### src/shared/serial_fifo_consts.vh
// constants of the serial channel fifo control and status block
// assumes a plain register port with 32-bit data and word indices
// Function
// - writing one to the transmit clear bit empties the transmit fifo, zeroes its level and resets the write pointer.
// - the transmit clear bit is write-only, writing zero does nothing and it always reads as zero.
// - the condition select bit chooses transmit interrupt on level equal to threshold (0) or level at or below it (1).
// - the transmit config register returns to reset whenever the channel is disabled or idle is entered with idle operation off.
// - the receive status register holds a read-only overrun flag at bit 7.
// - reading received data from the channel data buffer clears the overrun flag.
// - a three-bit read-only field reports the receive fill level from 000 to 100.
// - a three-bit read-only field reports the transmit fill level from 000 to 100.
// - full duplex gives two bytes to each fifo, half duplex gives four bytes to one direction.
`ifndef SERIAL_FIFO_CONSTS_VH
`define SERIAL_FIFO_CONSTS_VH
`define ADDR_DATA_BUF    4'h0
`define ADDR_ENABLE      4'h1
`define ADDR_MODE1       4'h2
`define ADDR_SETUP       4'h3
`define ADDR_TX_CONFIG   4'h4
`define ADDR_RX_STATUS   4'h5
`define ADDR_TX_STATUS   4'h6
`define ADDR_IRQ_STATUS  4'h7
`define ADDR_IRQ_ENABLE  4'h8
`define ADDR_IRQ_CLEAR   4'h9
`define TXCFG_CLEAR_BIT  7
`define TXCFG_COND_BIT   6
`define STAT_OVR_BIT     7
`define SETUP_EN_BIT     0
`define SETUP_FULL_BIT   1
`define TXCFG_RESET      3'h0
`define DEPTH_HALF       3'h4
`define DEPTH_FULL       3'h2
`define IRQ_TX_BIT       0
`define IRQ_OVR_BIT      1
`endif

### src/hdl/serial_fifo_threshold_status.v
// transmit/receive fifo control and status of a serial channel
// assumes byte pushes/pops from the shifters are single-cycle strobes
`timescale 1ns/10ps
`include "serial_fifo_consts.vh"
module serial_fifo_threshold_status (
  // clock and reset
  input  wire        clk,
  input  wire        reset,
  // register port
  input  wire [3:0]  addr,
  input  wire [31:0] wrData,
  input  wire        wrStrobe,
  input  wire        rdStrobe,
  output reg  [31:0] rdData,
  // system state
  input  wire        idleEntry,
  // transmit shifter side
  output wire        txValid,
  output wire [7:0]  txByte,
  input  wire        txTake,
  // receive shifter side
  input  wire        rxPush,
  input  wire [7:0]  rxByte,
  // interrupt
  output wire        irq
);

  // ------------------------------------------------------------
  // control registers
  // ------------------------------------------------------------
  reg        chanEn_r;
  reg        idleRun_r;
  reg        qEn_r;
  reg        fullDup_r;
  reg        txCond_r;
  reg [1:0]  txThr_r;
  reg [1:0]  irqStat_r;
  reg [1:0]  irqEn_r;
  reg        rxOvr_r;

  wire wrEn   = wrStrobe && addr == `ADDR_ENABLE;
  wire wrMode = wrStrobe && addr == `ADDR_MODE1;
  wire wrSet  = wrStrobe && addr == `ADDR_SETUP;
  wire wrCfg  = wrStrobe && addr == `ADDR_TX_CONFIG;
  wire wrBuf  = wrStrobe && addr == `ADDR_DATA_BUF;
  wire rdBuf  = rdStrobe && addr == `ADDR_DATA_BUF;
  wire txClr  = wrCfg && wrData[`TXCFG_CLEAR_BIT];
  // config falls back when the channel stops or idles without run
  wire cfgDrop = !chanEn_r || (idleEntry && !idleRun_r);

  always @(posedge clk or posedge reset) begin
    if (reset) begin
      chanEn_r  <= 1'b0;
      idleRun_r <= 1'b0;
      qEn_r     <= 1'b0;
      fullDup_r <= 1'b0;
    end else begin
      if (wrEn)
        chanEn_r <= wrData[0];
      if (wrMode)
        idleRun_r <= wrData[0];
      if (wrSet) begin
        qEn_r     <= wrData[`SETUP_EN_BIT];
        fullDup_r <= wrData[`SETUP_FULL_BIT];
      end
    end
  end

  always @(posedge clk or posedge reset) begin
    if (reset) begin
      txCond_r <= 1'b0;
      txThr_r  <= 2'h0;
    end else if (cfgDrop) begin
      txCond_r <= 1'b0;
      txThr_r  <= 2'h0;
    end else if (wrCfg) begin
      txCond_r <= wrData[`TXCFG_COND_BIT];
      txThr_r  <= wrData[1:0];
    end
  end

  // ------------------------------------------------------------
  // fifo storage
  // ------------------------------------------------------------
  // one four-byte array; full duplex splits it in two halves
  wire [2:0] depth = fullDup_r ? `DEPTH_FULL : `DEPTH_HALF;
  reg  [7:0] mem_r [0:3];
  reg  [1:0] txWp_r;
  reg  [1:0] txRp_r;
  reg  [2:0] txLvl_r;
  reg  [1:0] rxWp_r;
  reg  [1:0] rxRp_r;
  reg  [2:0] rxLvl_r;

  // half duplex uses the whole array for both; the direction is
  // software's choice, so only one queue should be active then
  wire [1:0] base    = fullDup_r ? 2'h2 : 2'h0;
  wire [1:0] mask    = fullDup_r ? 2'h1 : 2'h3;
  wire       txPush  = wrBuf && qEn_r && txLvl_r < depth;
  wire       txPop   = txValid && txTake;
  wire       rxRoom  = rxLvl_r < depth;
  wire       rxStore = rxPush && qEn_r && rxRoom;
  wire       rxPop   = rdBuf && rxLvl_r != 3'h0;
  wire [1:0] txAddr  = txWp_r & mask;
  wire [1:0] rxAddr  = base + (rxWp_r & mask);

  assign txValid = qEn_r && txLvl_r != 3'h0;
  assign txByte  = mem_r[txRp_r & mask];

  genvar gi;
  generate
    for (gi = 0; gi < 4; gi = gi + 1) begin : gStore
      always @(posedge clk or posedge reset) begin
        if (reset)
          mem_r[gi] <= 8'h00;
        else if (txPush && txAddr == gi)
          mem_r[gi] <= wrData[7:0];
        else if (rxStore && rxAddr == gi)
          mem_r[gi] <= rxByte;
      end
    end
  endgenerate

  always @(posedge clk or posedge reset) begin
    if (reset) begin
      txWp_r  <= 2'h0;
      txRp_r  <= 2'h0;
      txLvl_r <= 3'h0;
    end else if (txClr) begin
      txWp_r  <= 2'h0;
      txRp_r  <= 2'h0;
      txLvl_r <= 3'h0;
    end else begin
      if (txPush)
        txWp_r <= (txWp_r + 2'h1) & mask;
      if (txPop)
        txRp_r <= (txRp_r + 2'h1) & mask;
      if (txPush && !txPop)
        txLvl_r <= txLvl_r + 3'h1;
      else if (txPop && !txPush)
        txLvl_r <= txLvl_r - 3'h1;
    end
  end

  // the receive queue has no clear here; its config lives elsewhere
  wire [1:0] rxRdAddr = base + (rxRp_r & mask);

  always @(posedge clk or posedge reset) begin
    if (reset) begin
      rxWp_r   <= 2'h0;
      rxRp_r   <= 2'h0;
      rxLvl_r  <= 3'h0;
    end else begin
      if (rxStore)
        rxWp_r <= (rxWp_r + 2'h1) & mask;
      // the popped byte leaves through the read mux in the same cycle
      if (rxPop)
        rxRp_r <= (rxRp_r + 2'h1) & mask;
      if (rxStore && !rxPop)
        rxLvl_r <= rxLvl_r + 3'h1;
      else if (rxPop && !rxStore)
        rxLvl_r <= rxLvl_r - 3'h1;
    end
  end

  // ------------------------------------------------------------
  // overrun flag
  // ------------------------------------------------------------
  wire ovrEvent = rxPush && qEn_r && !rxRoom && !rxPop;

  always @(posedge clk or posedge reset) begin
    if (reset)
      rxOvr_r <= 1'b0;
    else if (ovrEvent)
      rxOvr_r <= 1'b1;
    else if (rdBuf)
      rxOvr_r <= 1'b0;
  end

  // ------------------------------------------------------------
  // transmit threshold and interrupts
  // ------------------------------------------------------------
  // full duplex threshold only knows empty or one byte, so bit 1 is ignored
  wire [2:0] thrLvl = fullDup_r ? {2'h0, txThr_r[0]}
                                : {1'b0, txThr_r};
  wire txHit = txCond_r ? (txLvl_r <= thrLvl)
                        : (txLvl_r == thrLvl);
  reg  txHit_r;
  wire wrClrIrq = wrStrobe && addr == `ADDR_IRQ_CLEAR;
  wire wrEnIrq  = wrStrobe && addr == `ADDR_IRQ_ENABLE;
  wire [1:0] irqEvt = {ovrEvent, txHit && !txHit_r && qEn_r};

  always @(posedge clk or posedge reset) begin
    if (reset) begin
      txHit_r   <= 1'b0;
      irqStat_r <= 2'h0;
      irqEn_r   <= 2'h0;
    end else begin
      txHit_r <= txHit;
      // a new event beats a clear in the same cycle
      irqStat_r <= irqEvt | (irqStat_r & ~(wrClrIrq ? wrData[1:0] : 2'h0));
      if (wrEnIrq)
        irqEn_r <= wrData[1:0];
    end
  end

  assign irq = |(irqStat_r & irqEn_r);

  // ------------------------------------------------------------
  // read mux
  // ------------------------------------------------------------
  always @(posedge clk or posedge reset) begin
    if (reset)
      rdData <= 32'h0000_0000;
    else if (rdStrobe) begin
      case (addr)
        `ADDR_DATA_BUF:   rdData <= {24'h0, mem_r[rxRdAddr]};
        `ADDR_ENABLE:     rdData <= {31'h0, chanEn_r};
        `ADDR_MODE1:      rdData <= {31'h0, idleRun_r};
        `ADDR_SETUP:      rdData <= {30'h0, fullDup_r, qEn_r};
        // clear bit always reads back as zero
        `ADDR_TX_CONFIG:  rdData <= {24'h0, 1'b0, txCond_r,
                                     4'h0, txThr_r};
        `ADDR_RX_STATUS:  rdData <= {24'h0, rxOvr_r, 4'h0,
                                     rxLvl_r};
        `ADDR_TX_STATUS:  rdData <= {29'h0, txLvl_r};
        `ADDR_IRQ_STATUS: rdData <= {30'h0, irqStat_r};
        `ADDR_IRQ_ENABLE: rdData <= {30'h0, irqEn_r};
        default:          rdData <= 32'h0000_0000;
      endcase
    end
  end

endmodule

### config.mk
export PLATFORM = sky130hd
export DESIGN_NAME = serial_fifo_threshold_status
export DESIGN_NICKNAME = d
export VERILOG_FILES = /design/src/hdl/serial_fifo_threshold_status.v
export VERILOG_INCLUDE_DIRS = /design/src /design/src/shared
export SDC_FILE = /design/constraint.sdc
export NUM_CORES = 1
export LEC_CHECK = 0
export BUFFER_PORTS_ARGS = -buffer_cell sky130_fd_sc_hd__buf_2
export CORE_MARGIN = 2
export CORE_UTILIZATION = 59
export CTS_CLUSTER_SIZE = 20
export DETAILED_ROUTE_END_ITERATION = 8
export GPL_ROUTABILITY_DRIVEN = 1
export PLACE_DENSITY = 0.86
export RECOVER_POWER = 50
export SYNTH_ARGS = -nofsm -noshare
export SYNTH_HDL_FRONTEND = slang
export SYNTH_SLANG_ARGS = --single-unit
### constraint.sdc
create_clock -name clk -period 3.85 [get_ports clk]
set_input_delay 0.77 -clock clk [delete_from_list [all_inputs] [get_ports clk]]
set_output_delay 0.77 -clock clk [all_outputs]
set_load 0.02 [all_outputs]
== Yosys cells after proc, flatten, opt, wreduce, memory -nomap -nowiden ==
Index checks and enable logic that the tools add are counted.

* Register bits: 91
* Input port bits: 51

* Magnitude comparators: 5
* Mux-type cells: 36
* Reduce and logical (&&, ||, !) cells: 58
* Bitwise operators: 14
* Add/sub/neg operators: 10
* Eq/ne operators: 16

{| class="wikitable"
|+ Operators with widths
! cell !! count
|-
| 8-bit two-way mux || 12
|-
| 8-bit case mux with 9 select lines || 1
|-
| 1-bit logical AND || 33
|-
| 8-bit binary-select mux with 2-bit select || 2
|-
| 2-bit bitwise AND || 10
|-
| 2-bit two-way mux || 10
|-
| 3-bit two-way mux || 6
|-
| 2-bit nonzero test || 9
|-
| 4-bit by 3-bit equality test with 1-bit output, second input constant || 4
|-
| 3-bit nonzero test || 3
|-
| 2-bit by 1-bit adder with 2-bit output, second input constant || 4
|-
| 2-bit equality test, second input constant || 4
|-
| 4-bit by 2-bit equality test with 1-bit output, second input constant || 2
|-
| 4-bit equality test, second input constant || 2
|-
| 1-bit zero test || 8
|-
| 3-bit by 1-bit adder with 3-bit output, second input constant || 2
|-
| 3-bit >= comparator, second input constant || 2
|-
| 3-bit < comparator || 2
|-
| 2-bit inverter with 3-bit output || 2
|-
| 3-bit by 1-bit subtractor with 3-bit output, second input constant || 2
|-
| 1-bit two-way mux || 5
|-
| 2-bit adder || 2
|-
| 2-bit by 1-bit equality test with 1-bit output, second input constant || 2
|-
| 4-bit by 1-bit equality test with 1-bit output, second input constant || 1
|-
| 8 further kinds || 9
|}

== Logic depth before layout (Yosys ltp) ==
Gate-level depths: netlist (run 1).

* Word-level depth: 9
* Depth in mapped cells: 11
* Gate-level depth less buffers: 9

== Least setup slack after synthesis (run 1) ==
Ideal clock, no wire load.

* Kind: input -> register
* From: input port addr[0]
* To: register rxLvl_r[1]
* Slack: 1148 ps
* Arrival: 2577 ps
* Library setup time: 125 ps
* Required time: 3725 ps
* Stages on the path: 9
* Cells stage by stage: clkbuf_1 -> nor4_1 -> buf_2 -> o311a_1 -> inv_1 -> ha_1 -> inv_1 -> fa_1 -> mux2_2

* Word-level cells in the longest chain between the ends: 6

{| class="wikitable"
|+ Ends and longest elaborated chain
! item !! line !! RTL
|-
| start, declared || serial_fifo_threshold_status.v:10 || <nowiki>input wire [3:0] addr,</nowiki>
|-
| 4-bit zero test * || n/a ||
|-
| 1-bit logical AND (no line) * || n/a ||
|-
| 1-bit logical AND * || serial_fifo_threshold_status.v:103 || <nowiki>wire rxPop = rdBuf && rxLvl_r != 3'h0;</nowiki>
|-
| 1-bit zero test || serial_fifo_threshold_status.v:159 || <nowiki>if (rxStore && !rxPop)</nowiki>
|-
| 1-bit logical AND || serial_fifo_threshold_status.v:159 ||
|-
| 3-bit two-way mux or 2-bit nonzero test (tied branches) || n/a ||
|-
| end signal, assigned || serial_fifo_threshold_status.v:160 || <nowiki>rxLvl_r <= rxLvl_r + 3'h1;</nowiki>
|-
| end signal, assigned || serial_fifo_threshold_status.v:162 || <nowiki>rxLvl_r <= rxLvl_r - 3'h1;</nowiki>
|-
| end, declared || serial_fifo_threshold_status.v:93 || <nowiki>reg [2:0] rxLvl_r;</nowiki>
|}

Every way passes the cells marked *; elsewhere a longest branch is shown, timed or not.
A chain may end at the register's enable or synchronous reset.

== Final worst setup path (run 1) ==
* From: register fullDup_r
* To: output port txByte[7]

* Word-level cells in the longest chain between the ends: 6

{| class="wikitable"
|+ Ends and longest elaborated chain
! item !! line !! RTL
|-
| start, declared || serial_fifo_threshold_status.v:34 || <nowiki>reg fullDup_r;</nowiki>
|-
| start signal, assigned || serial_fifo_threshold_status.v:64 || <nowiki>fullDup_r <= wrData[`SETUP_FULL_BIT];</nowiki>
|-
| 2-bit two-way mux || serial_fifo_threshold_status.v:98 || <nowiki>wire [1:0] mask = fullDup_r ? 2'h1 : 2'h3;</nowiki>
|-
| 2-bit bitwise AND || serial_fifo_threshold_status.v:108 || <nowiki>assign txByte = mem_r[txRp_r & mask];</nowiki>
|-
| 2-bit inverter with 3-bit output (not written as such) || serial_fifo_threshold_status.v:108 ||
|-
| 8-bit binary-select mux with 2-bit select || serial_fifo_threshold_status.v:108 ||
|-
| 8-bit two-way mux (not written as such) (2 in series) || serial_fifo_threshold_status.v:108 ||
|-
| end, declared || serial_fifo_threshold_status.v:19 || <nowiki>output wire [7:0] txByte,</nowiki>
|}

No other way between the ends. The select of a mux whose other input is x is not followed.

==> results of run 1 <==
[sequential cells by signal, summed over array words and instances (netlist names)]
signal     flops
mem_r         32
rdData         8
rxLvl_r        3
txLvl_r        3
irqEn_r        2
irqStat_r      2
rxRp_r         2
rxWp_r         2
txRp_r         2
txThr_r        2
txWp_r         2
chanEn_r       1
fullDup_r      1
idleRun_r      1
qEn_r          1
rxOvr_r        1
txCond_r       1
txHit_r        1
[synthesized netlist by cell type (4+ instances only)]
cell       count
buf_4         25
mux4_2        17
a2111oi_4      4
a21oi_1       31
nor2b_1        8
nor4_1         8
inv_1         11
mux2_2        21
nand2_1       18
mux2i_1       35
dfrtp_1       67
nand3b_1       7
o21ai_0       11
nand3_1        4
nor2_1        32
ha_1           5
xor2_1         5
nand2b_1       6
clkbuf_1      11
[metal layers]
metal	track usage, %	share of wire, %	wire length (um)	vias up
met5	0	0	0	-
met4	14.0	2.4	235	0
met3	3.26	5.6	553	23
met2	42.5	50	4960	142
met1	37.7	42	4200	1618
li1	-	-	-	1436
[stage by stage]
step / total power, mW / hold slack (ns) / worst slack [ns] / utilization [%] / area, um^2
after global placement: 2.51 / 0.474 / 1.02 / 64.2 / 4390
final: 3.21 / 0.504 / 0.548 / 67.0 / 4580
after global routing: 3.38 / 0.511 / 0.468 / 67.0 / 4580
after floorplan: 2.24 / 0.450 / 1.15 / - / 4280
after detailed placement: 2.59 / 0.475 / 0.986 / 64.2 / 4390
after CTS: 3.20 / 0.432 / 0.738 / 67.2 / 4590
[worst paths after layout]
path / startpoint / to / slack, ns / cells past startpoint
setup reg to reg: fullDup_r$_DFFE_PP0P_ / txLvl_r[2]$_DFFE_PP0P_ / 0.95 / 9
hold / removal: rxOvr_r$_DFFE_PP0P_ / rxOvr_r$_DFFE_PP0P_ / 0.50 / 1
setup / recovery: fullDup_r$_DFFE_PP0P_ / txByte[7] / 0.55 / 4
max in group asynchronous: reset / txRp_r[1]$_DFFE_PP0P_ / 1.47 / 3
min in group asynchronous: reset / txLvl_r[0]$_DFFE_PP0P_ / 0.57 / 2
hold reg to reg: rxOvr_r$_DFFE_PP0P_ / rxOvr_r$_DFFE_PP0P_ / 0.50 / 1
[cells by family (layout without fill, tap and decap cells)]
family / count (synthesis) / count (layout) / synth area share, %
AO/OA/AOI/OAI: 72 / 72 / 12.9
XOR/XNOR: 8 / 8 / 1.67
adder cells (fa/ha/maj): 7 / 7 / 2.45
buffers and inverters: 54 / 76 / 7.34
flip-flops: 67 / 67 / 40.0
multiplexers: 73 / 73 / 23.1
other: 1 / 24 / 0.0894
AND/OR/NAND/NOR: 100 / 100 / 12.4
[placed cells by master, fill, tap and decap left out, types with 4 or more instances in the layout]
master / n
nor4_1: 8
a21oi_1: 31
o21ai_0: 11
inv_1: 11
clkbuf_8: 11
nand3b_1: 7
nor2b_1: 8
nand2b_1: 6
xor2_1: 5
clkbuf_1: 7
ha_1: 5
a2111oi_4: 4
nor2_1: 32
mux2_2: 21
nand3_1: 4
mux4_2: 17
buf_2: 42
conb_1: 24
mux2i_1: 35
nand2_1: 18
dfrtp_1: 67
[layout make-up]
type / count / area [um^2]
Clock inverter: 4 / 48.8
Clock buffer: 12 / 155
Inverter: 12 / 45.0
Timing Repair Buffer: 48 / 233
Multi-Input combinational cell: 284 / 2300
Sequential cell: 67 / 1680
Tap cell: 96 / 120
Fill cell: 526 / 2260
[power groups by stage]
stage,Combinational (mW),Clock (mW),Sequential [mW]
floorplan,1.09,0,1.15
global placement,1.26,0,1.25
detailed placement,1.31,0,1.28
global route,1.42,0.640,1.32
CTS,1.33,0.610,1.27
finish,1.32,0.610,1.29
==> summary.txt, run 1 <==
Global route
  – GRT overflow: 0
  – Global-route wire length before repair: 16.0 mm
  – Largest net degree at the start of global routing: 27
  – Total global-route track usage: 27.2%
  – Vias in the first global route: 3145
  – Initial antenna violation count: 0

Layout
  – Share of layout cells above drive strength 1: 24.4%
  – N_diodes: 0
  – Post-Layout Cell Count: 523
  – # nets final: 480
  – Area Overhead vs Synth: 9.07%

Power and ir drop
  – Clock power share: 19.0%
  – Internal: 1.96 mW
  – Switch Pwr: 1.25 mW
  – Peak VDD IR: 369 uV
  – Sw Share: 39.1%
  – Cell Pwr Density: 702 nW/um^2
  – Comb pwr share: 41.0%
  – Leak: 2.00 nW
  – Sequential cell fraction of total power: 40.0%

Route
  – DRT antenna net count: 0
  – Vias/cell: 6.15
  – Vias: 3219
  – DRT iter0 DRCs: 297
  – Routed len/inst: 19.0 um
  – DRC: 0
  – DRT Pass-1 Iters: 4
  – Final WL: 9.95 mm

Clocking
  – TritonCTS Buffers: 9
  – Clock root cell: clkbuf_8
  – Post-CTS Setup Repair Bufs: 0
  – Cts hold-fix bufs: 0
  – Clock latency on the worst-skew pair: 0.35 ns
  – Clock-pin slew on the worst setup and hold paths: 0.07 ns
  – Max Buffers Root-to-Sink: 2
  – H-tree levels: 3
  – Resize count post-CTS: 0
  – CTS sink count: 67
  – CTS tree: built

Floorplan
  – Die area: 7800 um^2
  – Die W: 88.3 um
  – Top-Level Pins: 93
  – Core area: 6830 um^2
  – Die Y: 88.3 um
  – Row count: 30
  – Initial core utilization: 61.4%

Critical path
  – Largest stage delay on the critical path: 0.76 ns
  – Setup crit end kind: output pin
  – CP top delay family: simple AND/OR/NAND/NOR gates
  – WS Path Type: reg2out
  – CP max-delay cell: nor2b_1
  – Crit path max fanout: 14
  – Worst-path cell chain: clkbuf_1, nor2b_1, mux4_2, buf_2
  – CP Data Required Time: 3.08 ns
  – Worst EP arrival: 2.53 ns
  – Worst Setup Start Kind: flop
  – Buf/Inv on CP: 2

Hold path
  – Hold Path Class: reg2reg

Synth
  – Top cells by area, synth: dfrtp_1 40%, mux4_2 9.1%, mux2i_1 8.4%
  – Post-synth cell types: 56
  – Ys async rst share: 100%
  – Warnings from Yosys: 0
  – Synth area leader: dfrtp_1
  – Post-Syn Instances: 382
  – Syn_area_per_cell: 11.0 um^2
  – Top cell type's share of synthesized area: 40.0%
  – Ys flop type: dfrtp_1
  – Syn Std Cell Area: 4200 um^2
  – Register area share after synthesis: 40.0%
  – Post-synth EDFFs: 0
  – Seq cells post-synth: 67

Place
  – # placed instances: 507
  – Hpwl dp: 7.14 mm
  – IO Port Bufs: 44
  – GPL Wtd Cong: 0.907

Timing
  – Final slew viol count: 0
  – Final Hold Viols: 0
  – Worst Max-Slew Pin Slew: 1.45 ns
  – Worst Skew: 0.0108 ns
  – Slew headroom: 3.40%
  – Final TNS setup: 0 ns
  – RSZ-0062 raised after global routing: false
  – Fmax: 303 MHz
  – Crit share post-route: 85.8%
  – Setup Viol. Count Final: 0
  – Final min period: 3.30 ns

Job
  – Max Cap Viol: 0

Outcome
  – Outcome: finished clean
Note: power is estimated with default switching activity, not from simulation.
==> run 2, diff against run 1 <==
--- a/config.mk
+++ b/config.mk
@@ -9,9 +9,9 @@
 export BUFFER_PORTS_ARGS = -buffer_cell sky130_fd_sc_hd__buf_2
 export CORE_MARGIN = 2
-export CORE_UTILIZATION = 59
+export CORE_UTILIZATION = 34
 export CTS_CLUSTER_SIZE = 20
 export DETAILED_ROUTE_END_ITERATION = 8
 export GPL_ROUTABILITY_DRIVEN = 1
-export PLACE_DENSITY = 0.86
+export PLACE_DENSITY = 0.51
 export RECOVER_POWER = 50
 export SYNTH_ARGS = -nofsm -noshare
==> constraint.sdc (replaced) <==
create_clock -name clk -period 3.85 [get_ports clk]
set_input_delay 0.77 -clock clk [delete_from_list [all_inputs] [get_ports clk]]
set_output_delay 0.77 -clock clk [all_outputs]
set_load 0.01 [all_outputs]
==> summary.txt, run 2 (synthesized netlist as in run 1, its figures left out) <==
Clocking
  – Clock root cell: clkbuf_16
  – Clock-pin slew on the worst setup and hold paths: 0.05 ns (-0.02 ns)
  – Cts hold-fix bufs: 0 (unchanged)
  – TritonCTS Buffers: 9 (unchanged)
  – Post-CTS Setup Repair Bufs: 0 (unchanged)
  – Resize count post-CTS: 0 (unchanged)
  – Max Buffers Root-to-Sink: 2 (unchanged)
  – Clock latency on the worst-skew pair: 0.34 ns (about the same)
  – CTS sink count: 67 (unchanged)
  – H-tree levels: 3 (unchanged)
  – CTS tree: built

Outcome
  – Outcome: finished, violations left
  – Failing checks: capacitance limit, slew limit

Layout
  – Fillers: 1201 (+130%)
  – Most common cell after layout, fill and taps aside: dfrtp_1
  – Largest regs: mem_r (32), rdData (8)
  – Finished Core Util: 39.4% (-28 points)
  – Max reg flops: 32 (unchanged)
  – Share of layout cells above drive strength 1: 24.0% (-0.35 points)
  – # nets final: 482 (+0.42%)
  – Top reg by flops: mem_r
  – Most frequent cells in the layout: 67 x dfrtp_1, 39 x buf_2, 35 x mux2i_1, 32 x nor2_1, 31 x a21oi_1
  – Area Overhead vs Synth: 12.7%
  – N_diodes: 0 (unchanged)

Critical path
  – R2R depth: 6 (-3)
  – Worst EP arrival: 2.18 ns (-0.35 ns)
  – Setup crit start: fullDup_r$_DFFE_PP0P_
  – Crit path max fanout: 21 (+7)
  – R2R setup slack: 0.97 ns (+0.02 ns)
  – Worst Setup Start Kind: flop
  – Reg-to-reg endpoint: mem_r[21]$_DFFE_PP0P_
  – CP endpoint: txByte[7]
  – Reg-to-Reg Start: fullDup_r$_DFFE_PP0P_
  – Setup crit end kind: output pin
  – WS Path Type: reg2out
  – CP Data Required Time: 3.08 ns (about the same)

Route
  – Vias: 3039 (-5.6%)
  – DRC: 0 (unchanged)
  – DRT antenna net count: 0 (unchanged)
  – Final WL: 10.8 mm (+8.7%)
  – DRT Pass-1 Iters: 4 (unchanged)
  – DRT iter0 DRCs: 140 (-53%)
  – Vias/cell: 5.28 (-14%)
  – Routed len/inst: 18.8 um (-1.3%)

Timing
  – RSZ-0062 raised after global routing: false
  – Final min period: 2.95 ns (-0.350 ns)
  – Setup Viol. Count Final: 0 (unchanged)
  – Crit share post-route: 76.7% (-9.1 points)
  – Final slew viol count: 68 (+68)
  – Fmax: 339 MHz (+12%)
  – Worst Max-Slew Pin Slew: 1.74 ns (+0.293 ns)
  – Slew headroom: -16.2% (-20 points)
  – Final TNS setup: 0 ns (unchanged)
  – Final Hold Viols: 0 (unchanged)
  – Worst Skew: 0.00382 ns (-0.00698 ns)

Floorplan
  – Die area: 13200 um^2 (+70%)
  – Die W: 115 um (+30%)
  – Die Y: 115 um (+30%)
  – Core area: 12000 um^2 (+76%)
  – Top-Level Pins: 93 (unchanged)
  – Initial core utilization: 34.9% (-26 points)
  – Row count: 40 (+33%)

Global route
  – Total global-route track usage: 17.6% (-9.6 points)
  – Vias in the first global route: 2992 (-4.9%)
  – Global-route wire length before repair: 17.2 mm (+7.6%)
  – GRT overflow: 0 (unchanged)
  – Initial antenna violation count: 0 (unchanged)
  – Largest net degree at the start of global routing: 68 (+150%)

Hold path
  – Hold Path Stages: 1 (unchanged)
  – Hold Path Class: reg2reg

Power and ir drop
  – Leak: 2.03 nW (+1.8%)
  – Cell Pwr Density: 690 nW/um^2 (-1.6%)
  – Peak VDD IR: 193 uV (-48%)

Job
  – Max Cap Viol: 1 (+1)

Place
  – Hpwl dp: 7.58 mm (+6.2%)
  – IO Port Bufs: 44 (unchanged)
  – GPL Wtd Cong: 0.810 (-11%)
[run 2: changes by cell type in the layout (fill, tap and decap cells not counted), sizes merged]
cell    change
inv         -1
buf         +1
bufinv      -1
clkbuf      +3
[run 2: cell type report]
type | count | area [um^2] | share of cell area [%]
clock inverters | 2 | 10.0 | 0.212
well taps | 147 | 184 | 3.89
flip-flops and latches | 67 | 1680 | 35.4
inverters | 12 | 45.0 | 0.952
clock buffers | 14 | 264 | 5.58
repair buffers | 50 | 253 | 5.34
multi-input cells | 284 | 2300 | 48.6
[run 2: critical path: stages, from the launching register on]
cell	delay (ns)
dfrtp_1	0.37
clkbuf_1	0.67
nor2b_1	0.10
buf_4	0.22
mux4_2	0.32
buf_2	0.16
[run 2: worst min-delay path by stage]
stage,from,endpoint,slack [ns]
floorplan,rxOvr_r$_DFFE_PP0P_,rxOvr_r$_DFFE_PP0P_,0.45
global placement,rxOvr_r$_DFFE_PP0P_,rxOvr_r$_DFFE_PP0P_,0.46
detailed placement,rxOvr_r$_DFFE_PP0P_,rxOvr_r$_DFFE_PP0P_,0.48
CTS,rxOvr_r$_DFFE_PP0P_,rxOvr_r$_DFFE_PP0P_,0.50
global route,rxOvr_r$_DFFE_PP0P_,rxOvr_r$_DFFE_PP0P_,0.53
finish,rxOvr_r$_DFFE_PP0P_,rxOvr_r$_DFFE_PP0P_,0.50
[run 2: power by group]
part	leakage, nW	total (mW)	internal (mW)	switching (mW)
Sequential	0.845	1.27	0.971	0.296
Combinational	1.05	1.23	0.654	0.576
Clock	0.137	0.767	0.469	0.298
[run 2: stage by stage]
stage	setup slack (ns)	power (mW)	hold WS [ns]	instance area, um^2	instances
3_5_place_dp	0.991	2.53	0.475	4470	560
5_1_grt	0.749	3.50	0.535	4730	576
3_3_place_gp	1.01	2.49	0.460	4470	560
6_report	0.899	3.27	0.499	4730	576
4_1_cts	1.15	3.31	0.496	4740	576
2_1_floorplan	1.15	2.16	0.450	4280	405
[run 2: metal layers]
metal  share of wire, %  global-route usage (%)
met5                  0                       0
met4                1.6                    6.18
met3                4.3                    3.32
met2                 46                    26.4
met1                 48                    25.5
